$ cat config.mk
export PLATFORM = sky130hd
export DESIGN_NAME = cfg_lifephase
export DESIGN_NICKNAME = d
export VERILOG_FILES = /design/src/include/cfg_seq_pkg.sv /design/src/include/cfg_stream_if.sv /design/src/cfg_sync.sv /design/src/cfg_fifo.sv /design/src/cfg_lifephase.sv
export VERILOG_INCLUDE_DIRS = /design/src /design/src/include
export SDC_FILE = /design/constraint.sdc
export NUM_CORES = 1
export LEC_CHECK = 0
export BUFFER_PORTS_ARGS = -buffer_cell sky130_fd_sc_hd__clkbuf_2
export CAP_MARGIN = 15
export CORE_MARGIN = 5
export CORE_UTILIZATION = 30
export DETAILED_ROUTE_END_ITERATION = 6
export PLACE_DENSITY = 0.42
export SETUP_SLACK_MARGIN = 0.2
export SLEW_MARGIN = 10
export SYNTH_ARGS = -nofsm -noshare
export SYNTH_HDL_FRONTEND = slang
export SYNTH_SLANG_ARGS = --single-unit
$ cat constraint.sdc
create_clock -name clk -period 3.55 [get_ports clk]
set_input_delay 0.71 -clock clk [delete_from_list [all_inputs] [get_ports clk]]
set_output_delay 0.71 -clock clk [all_outputs]
set_load 0.01 [all_outputs]
$ cat src/include/cfg_seq_defines.svh
// Timing counts and pin levels of the configuration lifephase sequencer
`ifndef CFG_SEQ_DEFINES_SVH
`define CFG_SEQ_DEFINES_SVH
`define CLK_FREQ_HZ 20000000
`define CLEAR_CYCLE_MSEC 2
`define CLEAR_CYCLE_CYC ((`CLEAR_CYCLE_MSEC * `CLK_FREQ_HZ) / 1000)
`define INIT_LOW_US 1
`define INIT_LOW_CYC ((`INIT_LOW_US * `CLK_FREQ_HZ) / 1000000)
`define START_LOW_PERIODS 3
`define MODE_AUTO 3'h0
`define CNT_W 20
`define FIFO_W 8
`define FIFO_D 16
`endif

$ cat src/include/cfg_seq_pkg.sv
// Types shared by the configuration lifephase sequencer
package cfg_seq_pkg;
  typedef enum logic [2:0] {
    PH_POWER_ON,
    PH_MANUAL,
    PH_INIT_LOW,
    PH_MODE_SAMPLE,
    PH_IDLE,
    PH_START_WAIT,
    PH_DOWNLOAD,
    PH_AUTO
  } phase_t;
endpackage

$ cat src/include/cfg_stream_if.sv
// Stream carrier between the bit packer and the data FIFO
`timescale 1ns/100ps
interface cfg_stream_if;
  logic valid;
  logic ready;
  logic [7:0] data;
  modport src (output valid, output data, input ready);
  modport snk (input valid, input data, output ready);
endinterface

$ cat src/cfg_sync.sv
// Two-flop synchroniser for pin inputs
`timescale 1ns/100ps
module cfg_sync #(
  parameter int W = 1
) (
  input wire logic clk,
  input wire logic resetn,
  input wire logic [W-1:0] async_in,
  output logic [W-1:0] sync_out
);
  logic [W-1:0] meta_q;
  logic [W-1:0] meta_d;
  logic [W-1:0] sync_q;
  logic [W-1:0] sync_d;

  always_comb begin
    meta_d = async_in;
    sync_d = meta_q;
  end

  always_ff @(posedge clk or negedge resetn) begin
    if (!resetn) begin
      meta_q <= '1;
      sync_q <= '1;
    end else begin
      meta_q <= meta_d;
      sync_q <= sync_d;
    end
  end

  assign sync_out = sync_q;
endmodule

$ cat src/cfg_fifo.sv
// Synchronous FIFO with valid/ready on both sides
`timescale 1ns/100ps
module cfg_fifo #(
  parameter int WIDTH = 8,
  parameter int DEPTH = 16
) (
  input wire logic clk,
  input wire logic resetn,
  input wire logic flush,
  cfg_stream_if.snk wr,
  output logic rd_valid,
  input wire logic rd_ready,
  output logic [WIDTH-1:0] rd_data
);
  localparam int AW = $clog2(DEPTH);
  logic [WIDTH-1:0] mem_q [DEPTH];
  logic [AW:0] wp_q, wp_d, rp_q, rp_d;
  logic full, empty, do_wr, do_rd;

  assign full = (wp_q[AW] != rp_q[AW]) && (wp_q[AW-1:0] == rp_q[AW-1:0]);
  assign empty = (wp_q == rp_q);
  assign wr.ready = !full;
  assign rd_valid = !empty;
  assign do_wr = wr.valid && !full;
  assign do_rd = rd_ready && !empty;
  assign rd_data = mem_q[rp_q[AW-1:0]];

  always_comb begin
    wp_d = wp_q;
    rp_d = rp_q;
    if (flush) begin
      wp_d = '0;
      rp_d = '0;
    end else begin
      if (do_wr) wp_d = wp_q + 1'b1;
      if (do_rd) rp_d = rp_q + 1'b1;
    end
  end

  always_ff @(posedge clk or negedge resetn) begin
    if (!resetn) begin
      wp_q <= '0;
      rp_q <= '0;
    end else begin
      wp_q <= wp_d;
      rp_q <= rp_d;
    end
  end

  // Storage needs no reset; pointers guard it
  always_ff @(posedge clk) begin
    if (do_wr && !flush) mem_q[wp_q[AW-1:0]] <= wr.data;
  end
endmodule

$ cat src/cfg_lifephase.sv
// Configuration lifephase sequencer for slave serial mode
`timescale 1ns/100ps
`include "cfg_seq_defines.svh"

// Summary of operation
// - Power-on reset phase ends when the clear cycle count ends.
// - Power-on: init released until clear end, then low about 1 us.
// - Start/done pin driven low in reset and mode sampling phases.
// - Low-during-config low, high-during-config high in those phases.
// - Manual reset input ignored during power-on reset.
// - Mode select pins unused during reset phases.
// - Mode sampling reads mode pins; mode 0 starts auto download.
// - Serial data shows first EEPROM bit during mode sampling.
// - Manual reset in mode sampling or idle returns to manual reset.
// - Idle entered when start/done and init released; start/done high.
// - In idle the config pins become general purpose with pull-ups.
// - After reset in modes other than 0 the unit stays unconfigured in idle awaiting download.
// - Activating manual reset input enters manual reset phase.
// - Manual reset starts clear cycle at once, lasting about 2 ms.
// - Short manual reset pulse still holds phase until clear end.
// - Init pin driven low in manual reset until input released.
// - No config clock generated; clock, select, data only pulled up.
// - Start/done low three clock periods makes device drive it low.
module cfg_lifephase
  import cfg_seq_pkg::*;
#(
  parameter int CLEAR_CYC = `CLEAR_CYCLE_CYC
) (
  input wire logic clk,
  input wire logic resetn,
  input wire logic manual_reset_n,
  input wire logic mode_select_bit0,
  input wire logic mode_select_bit1,
  input wire logic mode_select_bit2,
  input wire logic config_clock,
  input wire logic serial_config_data,
  input wire logic config_chip_select,
  input wire logic start_done_in,
  output logic start_done_out,
  output logic start_done_oe_n,
  input wire logic init_error_in,
  output logic init_error_out,
  output logic init_error_oe_n,
  output logic low_during_config_out,
  output logic high_during_config_out,
  output logic config_pins_gpio,
  output logic clear_cycle_end,
  output logic mode_sampling_phase,
  output logic auto_download_req,
  output logic [2:0] sampled_mode,
  output logic [2:0] phase,
  output logic cfg_valid,
  input wire logic cfg_ready,
  output logic [7:0] cfg_data
);
  // ****************************************
  // Input synchronisers
  // ****************************************
  logic [6:0] raw_in, sync_in;
  logic mrst_n_s, sck_s, sdi_s, cs_s, sd_s, init_s;
  logic [2:0] mode_s;
  assign raw_in = {manual_reset_n, config_clock, serial_config_data,
                   config_chip_select, start_done_in, init_error_in,
                   mode_select_bit0};
  cfg_sync #(.W(7)) u_sync (
    .clk(clk),
    .resetn(resetn),
    .async_in(raw_in),
    .sync_out(sync_in)
  );
  cfg_sync #(.W(2)) u_sync_m (
    .clk(clk),
    .resetn(resetn),
    .async_in({mode_select_bit2, mode_select_bit1}),
    .sync_out(mode_s[2:1])
  );
  assign {mrst_n_s, sck_s, sdi_s, cs_s, sd_s, init_s, mode_s[0]} = sync_in;

  // ****************************************
  // Lifephase state machine
  // ****************************************
  phase_t st_q, st_d;
  logic [`CNT_W-1:0] cnt_q, cnt_d;
  logic sck_prev_q, sck_prev_d, init_prev_q, init_prev_d;
  logic [1:0] low_cnt_q, low_cnt_d;
  logic [2:0] mode_q, mode_d;
  logic [2:0] bit_cnt_q, bit_cnt_d;
  logic [7:0] shift_q, shift_d;
  logic sd_drive_q, sd_drive_d;
  logic sck_rise, clear_done, init_rise, flush;
  cfg_stream_if s_if ();

  assign sck_rise = sck_s && !sck_prev_q;
  assign init_rise = init_s && !init_prev_q;
  assign clear_done = (cnt_q == `CNT_W'(CLEAR_CYC - 1));

  always_comb begin
    st_d = st_q;
    cnt_d = cnt_q;
    sck_prev_d = sck_s;
    init_prev_d = init_s;
    low_cnt_d = low_cnt_q;
    mode_d = mode_q;
    bit_cnt_d = bit_cnt_q;
    shift_d = shift_q;
    sd_drive_d = sd_drive_q;
    case (st_q)
      // Manual reset input not looked at here
      PH_POWER_ON: begin
        cnt_d = cnt_q + 1'b1;
        if (clear_done) begin
          st_d = PH_INIT_LOW;
          cnt_d = '0;
        end
      end
      PH_MANUAL: begin
        if (!clear_done) cnt_d = cnt_q + 1'b1;
        if (clear_done && mrst_n_s) begin
          st_d = PH_INIT_LOW;
          cnt_d = '0;
        end
      end
      PH_INIT_LOW: begin
        cnt_d = cnt_q + 1'b1;
        if (cnt_q == `CNT_W'(`INIT_LOW_CYC - 1)) begin
          st_d = PH_MODE_SAMPLE;
          cnt_d = '0;
        end
      end
      PH_MODE_SAMPLE: begin
        // Wait for the released init pin to read high before sampling
        if (init_rise || init_s) begin
          mode_d = mode_s;
          if (mode_s == `MODE_AUTO) st_d = PH_AUTO;
          else st_d = PH_IDLE;
        end
      end
      PH_IDLE: begin
        low_cnt_d = '0;
        if (!sd_s && !cs_s) st_d = PH_START_WAIT;
      end
      PH_START_WAIT: begin
        if (sd_s) st_d = PH_IDLE;
        else if (sck_rise) begin
          low_cnt_d = low_cnt_q + 1'b1;
          if (low_cnt_q == 2'(`START_LOW_PERIODS - 1)) begin
            st_d = PH_DOWNLOAD;
            sd_drive_d = 1'b1;
            bit_cnt_d = '0;
          end
        end
      end
      PH_DOWNLOAD: begin
        // Download ends when the master lifts chip select
        if (cs_s) begin
          st_d = PH_IDLE;
          sd_drive_d = 1'b0;
        end else if (sck_rise && s_if.ready) begin
          shift_d = {shift_q[6:0], sdi_s};
          bit_cnt_d = bit_cnt_q + 1'b1;
        end
      end
      PH_AUTO: ;
      default: st_d = PH_POWER_ON;
    endcase
    if (!mrst_n_s && st_q != PH_POWER_ON && st_q != PH_MANUAL) begin
      st_d = PH_MANUAL;
      cnt_d = '0;
      sd_drive_d = 1'b0;
    end
  end

  always_ff @(posedge clk or negedge resetn) begin
    if (!resetn) begin
      st_q <= PH_POWER_ON;
      cnt_q <= '0;
      sck_prev_q <= 1'b1;
      init_prev_q <= 1'b1;
      low_cnt_q <= '0;
      mode_q <= '0;
      bit_cnt_q <= '0;
      shift_q <= '0;
      sd_drive_q <= 1'b0;
    end else begin
      st_q <= st_d;
      cnt_q <= cnt_d;
      sck_prev_q <= sck_prev_d;
      init_prev_q <= init_prev_d;
      low_cnt_q <= low_cnt_d;
      mode_q <= mode_d;
      bit_cnt_q <= bit_cnt_d;
      shift_q <= shift_d;
      sd_drive_q <= sd_drive_d;
    end
  end

  // ****************************************
  // Byte stream into the FIFO
  // ****************************************
  logic byte_pend_q, byte_pend_d;
  always_comb begin
    byte_pend_d = byte_pend_q;
    if (st_q == PH_DOWNLOAD && sck_rise && s_if.ready && bit_cnt_q == 3'h7)
      byte_pend_d = 1'b1;
    else if (s_if.ready)
      byte_pend_d = 1'b0;
  end
  always_ff @(posedge clk or negedge resetn) begin
    if (!resetn) byte_pend_q <= 1'b0;
    else byte_pend_q <= byte_pend_d;
  end
  assign s_if.valid = byte_pend_q;
  assign s_if.data = shift_q;
  assign flush = (st_q == PH_MANUAL);

  cfg_fifo #(.WIDTH(`FIFO_W), .DEPTH(`FIFO_D)) u_fifo (
    .clk(clk),
    .resetn(resetn),
    .flush(flush),
    .wr(s_if),
    .rd_valid(cfg_valid),
    .rd_ready(cfg_ready),
    .rd_data(cfg_data)
  );

  // ****************************************
  // Pin drive
  // ****************************************
  logic in_reset;
  assign in_reset = (st_q == PH_POWER_ON) || (st_q == PH_MANUAL) ||
                    (st_q == PH_INIT_LOW) || (st_q == PH_MODE_SAMPLE);
  assign start_done_out = 1'b0;
  assign start_done_oe_n = !(in_reset || sd_drive_q);
  assign init_error_out = 1'b0;
  assign init_error_oe_n = !((st_q == PH_INIT_LOW) ||
                             (st_q == PH_MANUAL && !mrst_n_s));
  assign low_during_config_out = !(in_reset || sd_drive_q);
  assign high_during_config_out = in_reset || sd_drive_q;
  // Clock, select and data are never driven here; pads hold pull-ups
  assign config_pins_gpio = !in_reset && !sd_drive_q;
  assign clear_cycle_end = (st_q == PH_INIT_LOW);
  assign mode_sampling_phase = (st_q == PH_MODE_SAMPLE);
  assign auto_download_req = (st_q == PH_AUTO);
  assign sampled_mode = mode_q;
  assign phase = st_q;
endmodule

==> results of run 1 <==
registers in the layout, summed over array words and instances (netlist names):
name,count
u_sync.meta_q,7
sck_prev_q,1
cnt_q,20
byte_pend_q,1
u_fifo.rp_q,5
phase,3
sampled_mode,3
u_fifo.wp_q,5
u_sync.sync_out,7
s_if.data,8
bit_cnt_q,3
u_fifo.mem_q,128
low_cnt_q,2
u_sync_m.meta_q,2
u_sync_m.sync_out,2
sd_drive_q,1
report_power, final:
part,total (µW),internal (µW),switching [µW]
clock,2050,1050,1000
sequential,2570,2480,87.3
combinational,598,286,312
total,5220,3820,1400
timing repair:
action | in CTS | in global routing
setup buffers | 0 | 0
setup endpoints to repair | 0 | 7
gates resized for setup | 0 | 1
cells in the mapped netlist, types with 3 or more instances:
cell type and count:
dfstp_2 19, mux2_2 11, buf_2 5, or2_2 3, o21ai_0 12, buf_4 9
mux2i_1 4, ha_1 9, a21oi_1 6, dfrtp_1 51, xnor2_1 3, nand3_1 10
mux4_2 40, nand2_1 31, nor2b_1 3, clkbuf_1 11, nor4_2 3, or3_1 3
nor2_1 49, nand2b_1 5, buf_6 3, o21a_1 3, and2_1 3, nor3_1 15
xor2_1 10, inv_1 10, a22o_1 16, edfxtp_1 128, and3_1 6, nand4_1 11
a21o_1 12
layer usage:
metal	global-route usage, %	up-vias
met5	0	-
met4	2.80	0
met3	2.88	10
met2	20.1	60
met1	15.7	2347
li1	-	2131
layout by cell type, fill, tap and decap left out, drive strengths merged, types with 4 or more instances in the layout:
cell type    n
clkbuf      50
nand2b       5
dfstp       19
mux2i        4
xor2        10
edfxtp     128
mux4        40
a22o        16
a21oi        6
buf         25
inv         17
and3         6
nand3       11
nor2        50
nand4       11
nor4         4
mux2        13
o21ai       12
nand2       31
ha           9
dfrtp       51
a21boi       4
clkinv       7
nor3        16
a21o        12
logic make-up (layout without fill, tap and decap cells):
logic type               after synthesis  in the layout  share of synthesized area [%]
buffers and inverters                 39            100                           2.49
XOR/XNOR                              13             13                           1.36
multiplexers                          57             57                           13.0
flip-flops                           198            198                           67.0
adder cells (fa/ha/maj)                9              9                           1.34
other                                  1              2                         0.0447
AO/OA/AOI/OAI                         68             68                           6.29
AND/OR/NAND/NOR                      147            147                           8.54
worst max-delay path by stage:
stage / from / to / slack, ns / cells past startpoint
detailed placement: u_fifo.rp_q[0]$_DFFE_PN0P_ / cfg_data[0] / 0.68 / 4
global route: u_fifo.rp_q[0]$_DFFE_PN0P_ / cfg_data[0] / 0.23 / 4
global placement: u_fifo.rp_q[0]$_DFFE_PN0P_ / cfg_data[0] / 0.71 / 4
finish: u_fifo.rp_q[0]$_DFFE_PN0P_ / cfg_data[0] / 0.35 / 4
floorplan: u_fifo.rp_q[0]$_DFFE_PN0P_ / u_fifo.mem_q[0][0]$_DFFE_PP_ / 1.02 / 7
CTS: u_fifo.rp_q[0]$_DFFE_PN0P_ / cfg_data[0] / 0.21 / 4
stage by stage:
stage          cell area (µm²)  util (%)  hold WS (ns)  cells
2_1_floorplan             8390         -         0.345    533
3_3_place_gp              9070      32.8         0.346    940
3_5_place_dp              9070      32.8         0.347    940
4_1_cts                   9720      35.1         0.317    972
5_1_grt                   9730      35.1         0.308    972
6_report                  9730      35.1         0.341    972
layout make-up:
cell class / instances / area [µm²]
well taps: 378 / 473
flip-flops and latches: 198 / 5620
clock buffers: 17 / 425
multi-input cells: 296 / 2570
fillers: 2632 / 18000
clock inverters: 15 / 223
repair buffers: 58 / 378
inverters: 10 / 37.5
==> flow_summary.toml, run 1 <==
[routing]
wl_met1_um = 8160
routed_wl_um = 18000
num_vias = 4548
avgViaCountPerCell = 4.68
drt_first_pass_iters = 4
final_antenna_net_count = 0
wl_per_cell_um = 18.5
drtIter0Drc = 222
dr_wl_met3_um = 581
wl_met2_um = 9150
top_layer = "met4"
drc = 0

[critical_path]
max_stage_delay_ns = 0.60
crit_chain = "buf_12 -> mux4_2 -> mux4_2 -> clkbuf_2"
startpoint_type = "flip-flop"
worstPathArrival_ns = 2.49
critPathRequiredTime_ns = 2.84
critPathBufInv = 2
worst-path-max-fanout = 22
critPathSlowestCell = "dfrtp_4"
cp_common_cell = "mux4_2"
crit_path_end_kind = "output port"
rr_worst_depth = 7
critPathKind = "reg2out"
r2r_start = "u_fifo.rp_q[0]$_DFFE_PN0P_"
r2r-end = "u_fifo.mem_q[3][1]$_DFFE_PP_"
ff2ff_setup_slack_ns = 0.93
path_delay_family = "multiplexers"

[hold_path]
min_path_cells = 1
min-delay-start = "mode_select_bit2"
hold_class = "in2reg"
worstHoldEndpoint = "u_sync_m.meta_q[1]$_DFF_PN1_"

[outcome]
outcome = "finished clean"

[synth]
syn-cell-area_mm2 = 0.00839
synth_top_cell_area_share_pct = 45.8
syn_avg_cell_area_um2 = 15.8
synth_edf_count = 128
yosysTopAreaCell = "edfxtp_1"
synth_seq_area_share_pct = 67.0
synth_ff_type = "edfxtp_1"
yosysWarningCount = 0
yosys_register_bits = 198
yosys-top-cells-area = "edfxtp_1 (46%), dfrtp_1 (15%), mux4_2 (11%), dfstp_2 (5.9%), nor2_1 (2.2%)"
synthDistinctLibCells = 54
ys_async_sr_fraction_pct = 35.4
syn_inst = 532

[sta]
maxSlewViolCount = 0
max_slew_margin_pct = 40.4
finClkSkew_ns = 0.0136
period_needed_ns = 3.20
layout_setup_ws_ns = 0.354
tightest_slew_ns = 0.894
max_freq_mhz = 313
period_share_pct = 90.0
final-setup-viol-count = 0
timing.setup.tns_ns = 0
hold_viol_final = 0
rsz0062_at_grt = "no"

[grt]
grt_pass1_wl_um = 28400
grt_usage_pct = 11.9
antenna_found_initial = 0
overflow = 0
grt_start_max_net_pins = 71
grt_pass1_vias = 4803

[finish]
antenna_cells = 0
syn2layout_area_growth_pct = 15.9
drive_above_1_share_pct = 29.1
nNetsFinal = 602

[power]
total_power_uw = 5220
vdd_drop_max_v = 0.000280
power_density_mw_per_mm2 = 537
leakagePower_uw = 0.00323

[clock_tree]
cts_max_level = 4
cts.sinks = 198
cts_root_buffer = "clkbuf_16"
clockBufferDepth = 2
holdBufCountCts = 0
cts_buffers = 17
path_clk_slew_ns = 0.09
clk_latency_ns = 0.43
cts_tree = "yes"

[floorplanning]
row_count = 61
start_util_pct = 30.3
fp.dieH_um = 177
io_pins = 37
coreArea_mm2 = 0.0277
die-area_mm2 = 0.0314
dieWidth_um = 177

[placed_design]
io_buffers = 34
routabilityCongestion = 0.749
dp_hpwl_um = 11900
place_ws_ns = 0.679

[flow_run]
drv_cap = 0
Power figures use the tool's default switching activity.
==> run 2, diff against run 1 <==
RECOVER_POWER = 25   (was unset)
==> flow_summary.toml, run 2 (synthesis gave the netlist of run 1 again) <==
[routing]
wl_per_cell_um = 18.6
routed_wl_um = 18000
num_vias = 4548
drc = 0
final_antenna_net_count = 0
drt_first_pass_iters = 4
drtIter0Drc = 222
avgViaCountPerCell = 4.68

[power]
swShare_pct = 26.9
seqPwrFrac_pct = 49.3
internal_power_uw = 3820
power.switching_uw = 1400
vdd_drop_max_v = 0.000280
leakagePower_uw = 0.00323
power_density_mw_per_mm2 = 537
p_comb_share_pct = 11.5
clkPwrFrac_pct = 39.3
total_power_uw = 5220

[sta]
final-setup-viol-count = 0
rsz0062_at_grt = "no"
timing.setup.tns_ns = 0
max_slew_margin_pct = -17.7
period_share_pct = 90.1
period_needed_ns = 3.20
maxSlewViolCount = 71
max_freq_mhz = 313
finClkSkew_ns = 0.0134
tightest_slew_ns = 1.77
hold_viol_final = 0

[critical_path]
r2r-end = "u_fifo.mem_q[3][1]$_DFFE_PP_"
critPathRequiredTime_ns = 2.84
rr_worst_depth = 7
worstPathArrival_ns = 2.49
crit_path_end_kind = "output port"
max_stage_delay_ns = 0.60
critPathSlowestCell = "dfrtp_4"
critPathKind = "reg2out"
worst-path-max-fanout = 22
cp_common_cell = "mux4_2"
crit_chain = "buf_12 -> mux4_2 -> mux4_2 -> clkbuf_2"
ff2ff_setup_slack_ns = 0.93
startpoint_type = "flip-flop"
r2r_start = "u_fifo.rp_q[0]$_DFFE_PN0P_"

[grt]
overflow = 0
grt_usage_pct = 11.9
antenna_found_initial = 0
grt_pass1_wl_um = 28400
grt_pass1_vias = 4803
grt_start_max_net_pins = 71

[floorplanning]
coreArea_mm2 = 0.0277
io_pins = 37
start_util_pct = 30.3
die-area_mm2 = 0.0314
dieWidth_um = 177
row_count = 61
fp.dieH_um = 177

[placed_design]
routabilityCongestion = 0.749
io_buffers = 34
dp_hpwl_um = 11900

[outcome]
violations = "max-capacitance violations, max-slew violations"
outcome = "finished with violations"

[finish]
final_common_cell = "edfxtp_1"
fillCellCount = 2632
antenna_cells = 0
final_cell_mix = "edfxtp_1 (128), dfrtp_1 (50), nor2_1 (49)"
syn2layout_area_growth_pct = 15.9
largest_reg_flops = 128
nNetsFinal = 602
drive_above_1_share_pct = 29.0

[hold_path]
hold_class = "in2reg"
min-delay-start = "mode_select_bit2"
min_path_cells = 1
worstHoldEndpoint = "u_sync_m.meta_q[1]$_DFF_PN1_"

[clock_tree]
holdBufCountCts = 0
clockBufferDepth = 2
cts_tree = "yes"
cts.sinks = 198
cts_buffers = 17
clk_latency_ns = 0.43
path_clk_slew_ns = 0.09
cts_root_buffer = "clkbuf_16"
cts_max_level = 4

[flow_run]
drv_cap = 1
[run 2: what timing repair did]
action                     CTS  global route
buffers inserted             0             0
gates resized for setup      0             1
setup endpoints to repair    0             7
[run 2: through the flow]
stage | utilization [%] | instances | setup WS [ns] | area, µm² | hold slack [ns]
final | 35.1 | 972 | 0.353 | 9720 | 0.342
after global routing | 35.1 | 972 | 0.232 | 9720 | 0.308
after CTS | 35.1 | 972 | 0.207 | 9720 | 0.317
after detailed placement | 32.8 | 940 | 0.679 | 9070 | 0.347
after global placement | 32.8 | 940 | 0.711 | 9070 | 0.346
after floorplan | - | 533 | 1.02 | 8390 | 0.345
[run 2: power by group through the flow]
stage	logic, µW	registers, µW	clock network, µW
final	598	2570	2050
after global routing	657	2580	2210
after CTS	623	2570	2120
after detailed placement	622	2620	0
after global placement	608	2620	0
after floorplan	484	2550	0
[run 2: critical path: cells and delay by family (launching register included)]
family / cells / cell delay (ns)
buffers and inverters: 2 / 0.41
flip-flops: 1 / 0.60
multiplexers: 2 / 1.04
[run 2: layer usage]
metal	part of all wire (%)	track usage, %	up-vias
met5	0	0	-
li1	-	-	2131
met1	45	15.7	2347
met3	3.2	2.88	10
met2	51	20.1	60
met4	0.73	2.80	0
[run 2: area by class of cell]
type                    instances  area (µm²)  area share, %
inverters                      10        37.5          0.386
repair buffers                 58         375           3.86
multi-input cells             296        2570           26.4
clock buffers                  17         425           4.38
well taps                     378         473           4.86
clock inverters                15         223           2.29
flip-flops and latches        198        5620           57.8
[run 2: worst max path at each step]
stage / slack (ns) / to / startpoint / cells past startpoint
after floorplan: 1.02 / u_fifo.mem_q[0][0]$_DFFE_PP_ / u_fifo.rp_q[0]$_DFFE_PN0P_ / 7
after global routing: 0.23 / cfg_data[0] / u_fifo.rp_q[0]$_DFFE_PN0P_ / 4
final: 0.35 / cfg_data[0] / u_fifo.rp_q[0]$_DFFE_PN0P_ / 4
after global placement: 0.71 / cfg_data[0] / u_fifo.rp_q[0]$_DFFE_PN0P_ / 4
after detailed placement: 0.68 / cfg_data[0] / u_fifo.rp_q[0]$_DFFE_PN0P_ / 4
after CTS: 0.21 / cfg_data[0] / u_fifo.rp_q[0]$_DFFE_PN0P_ / 4
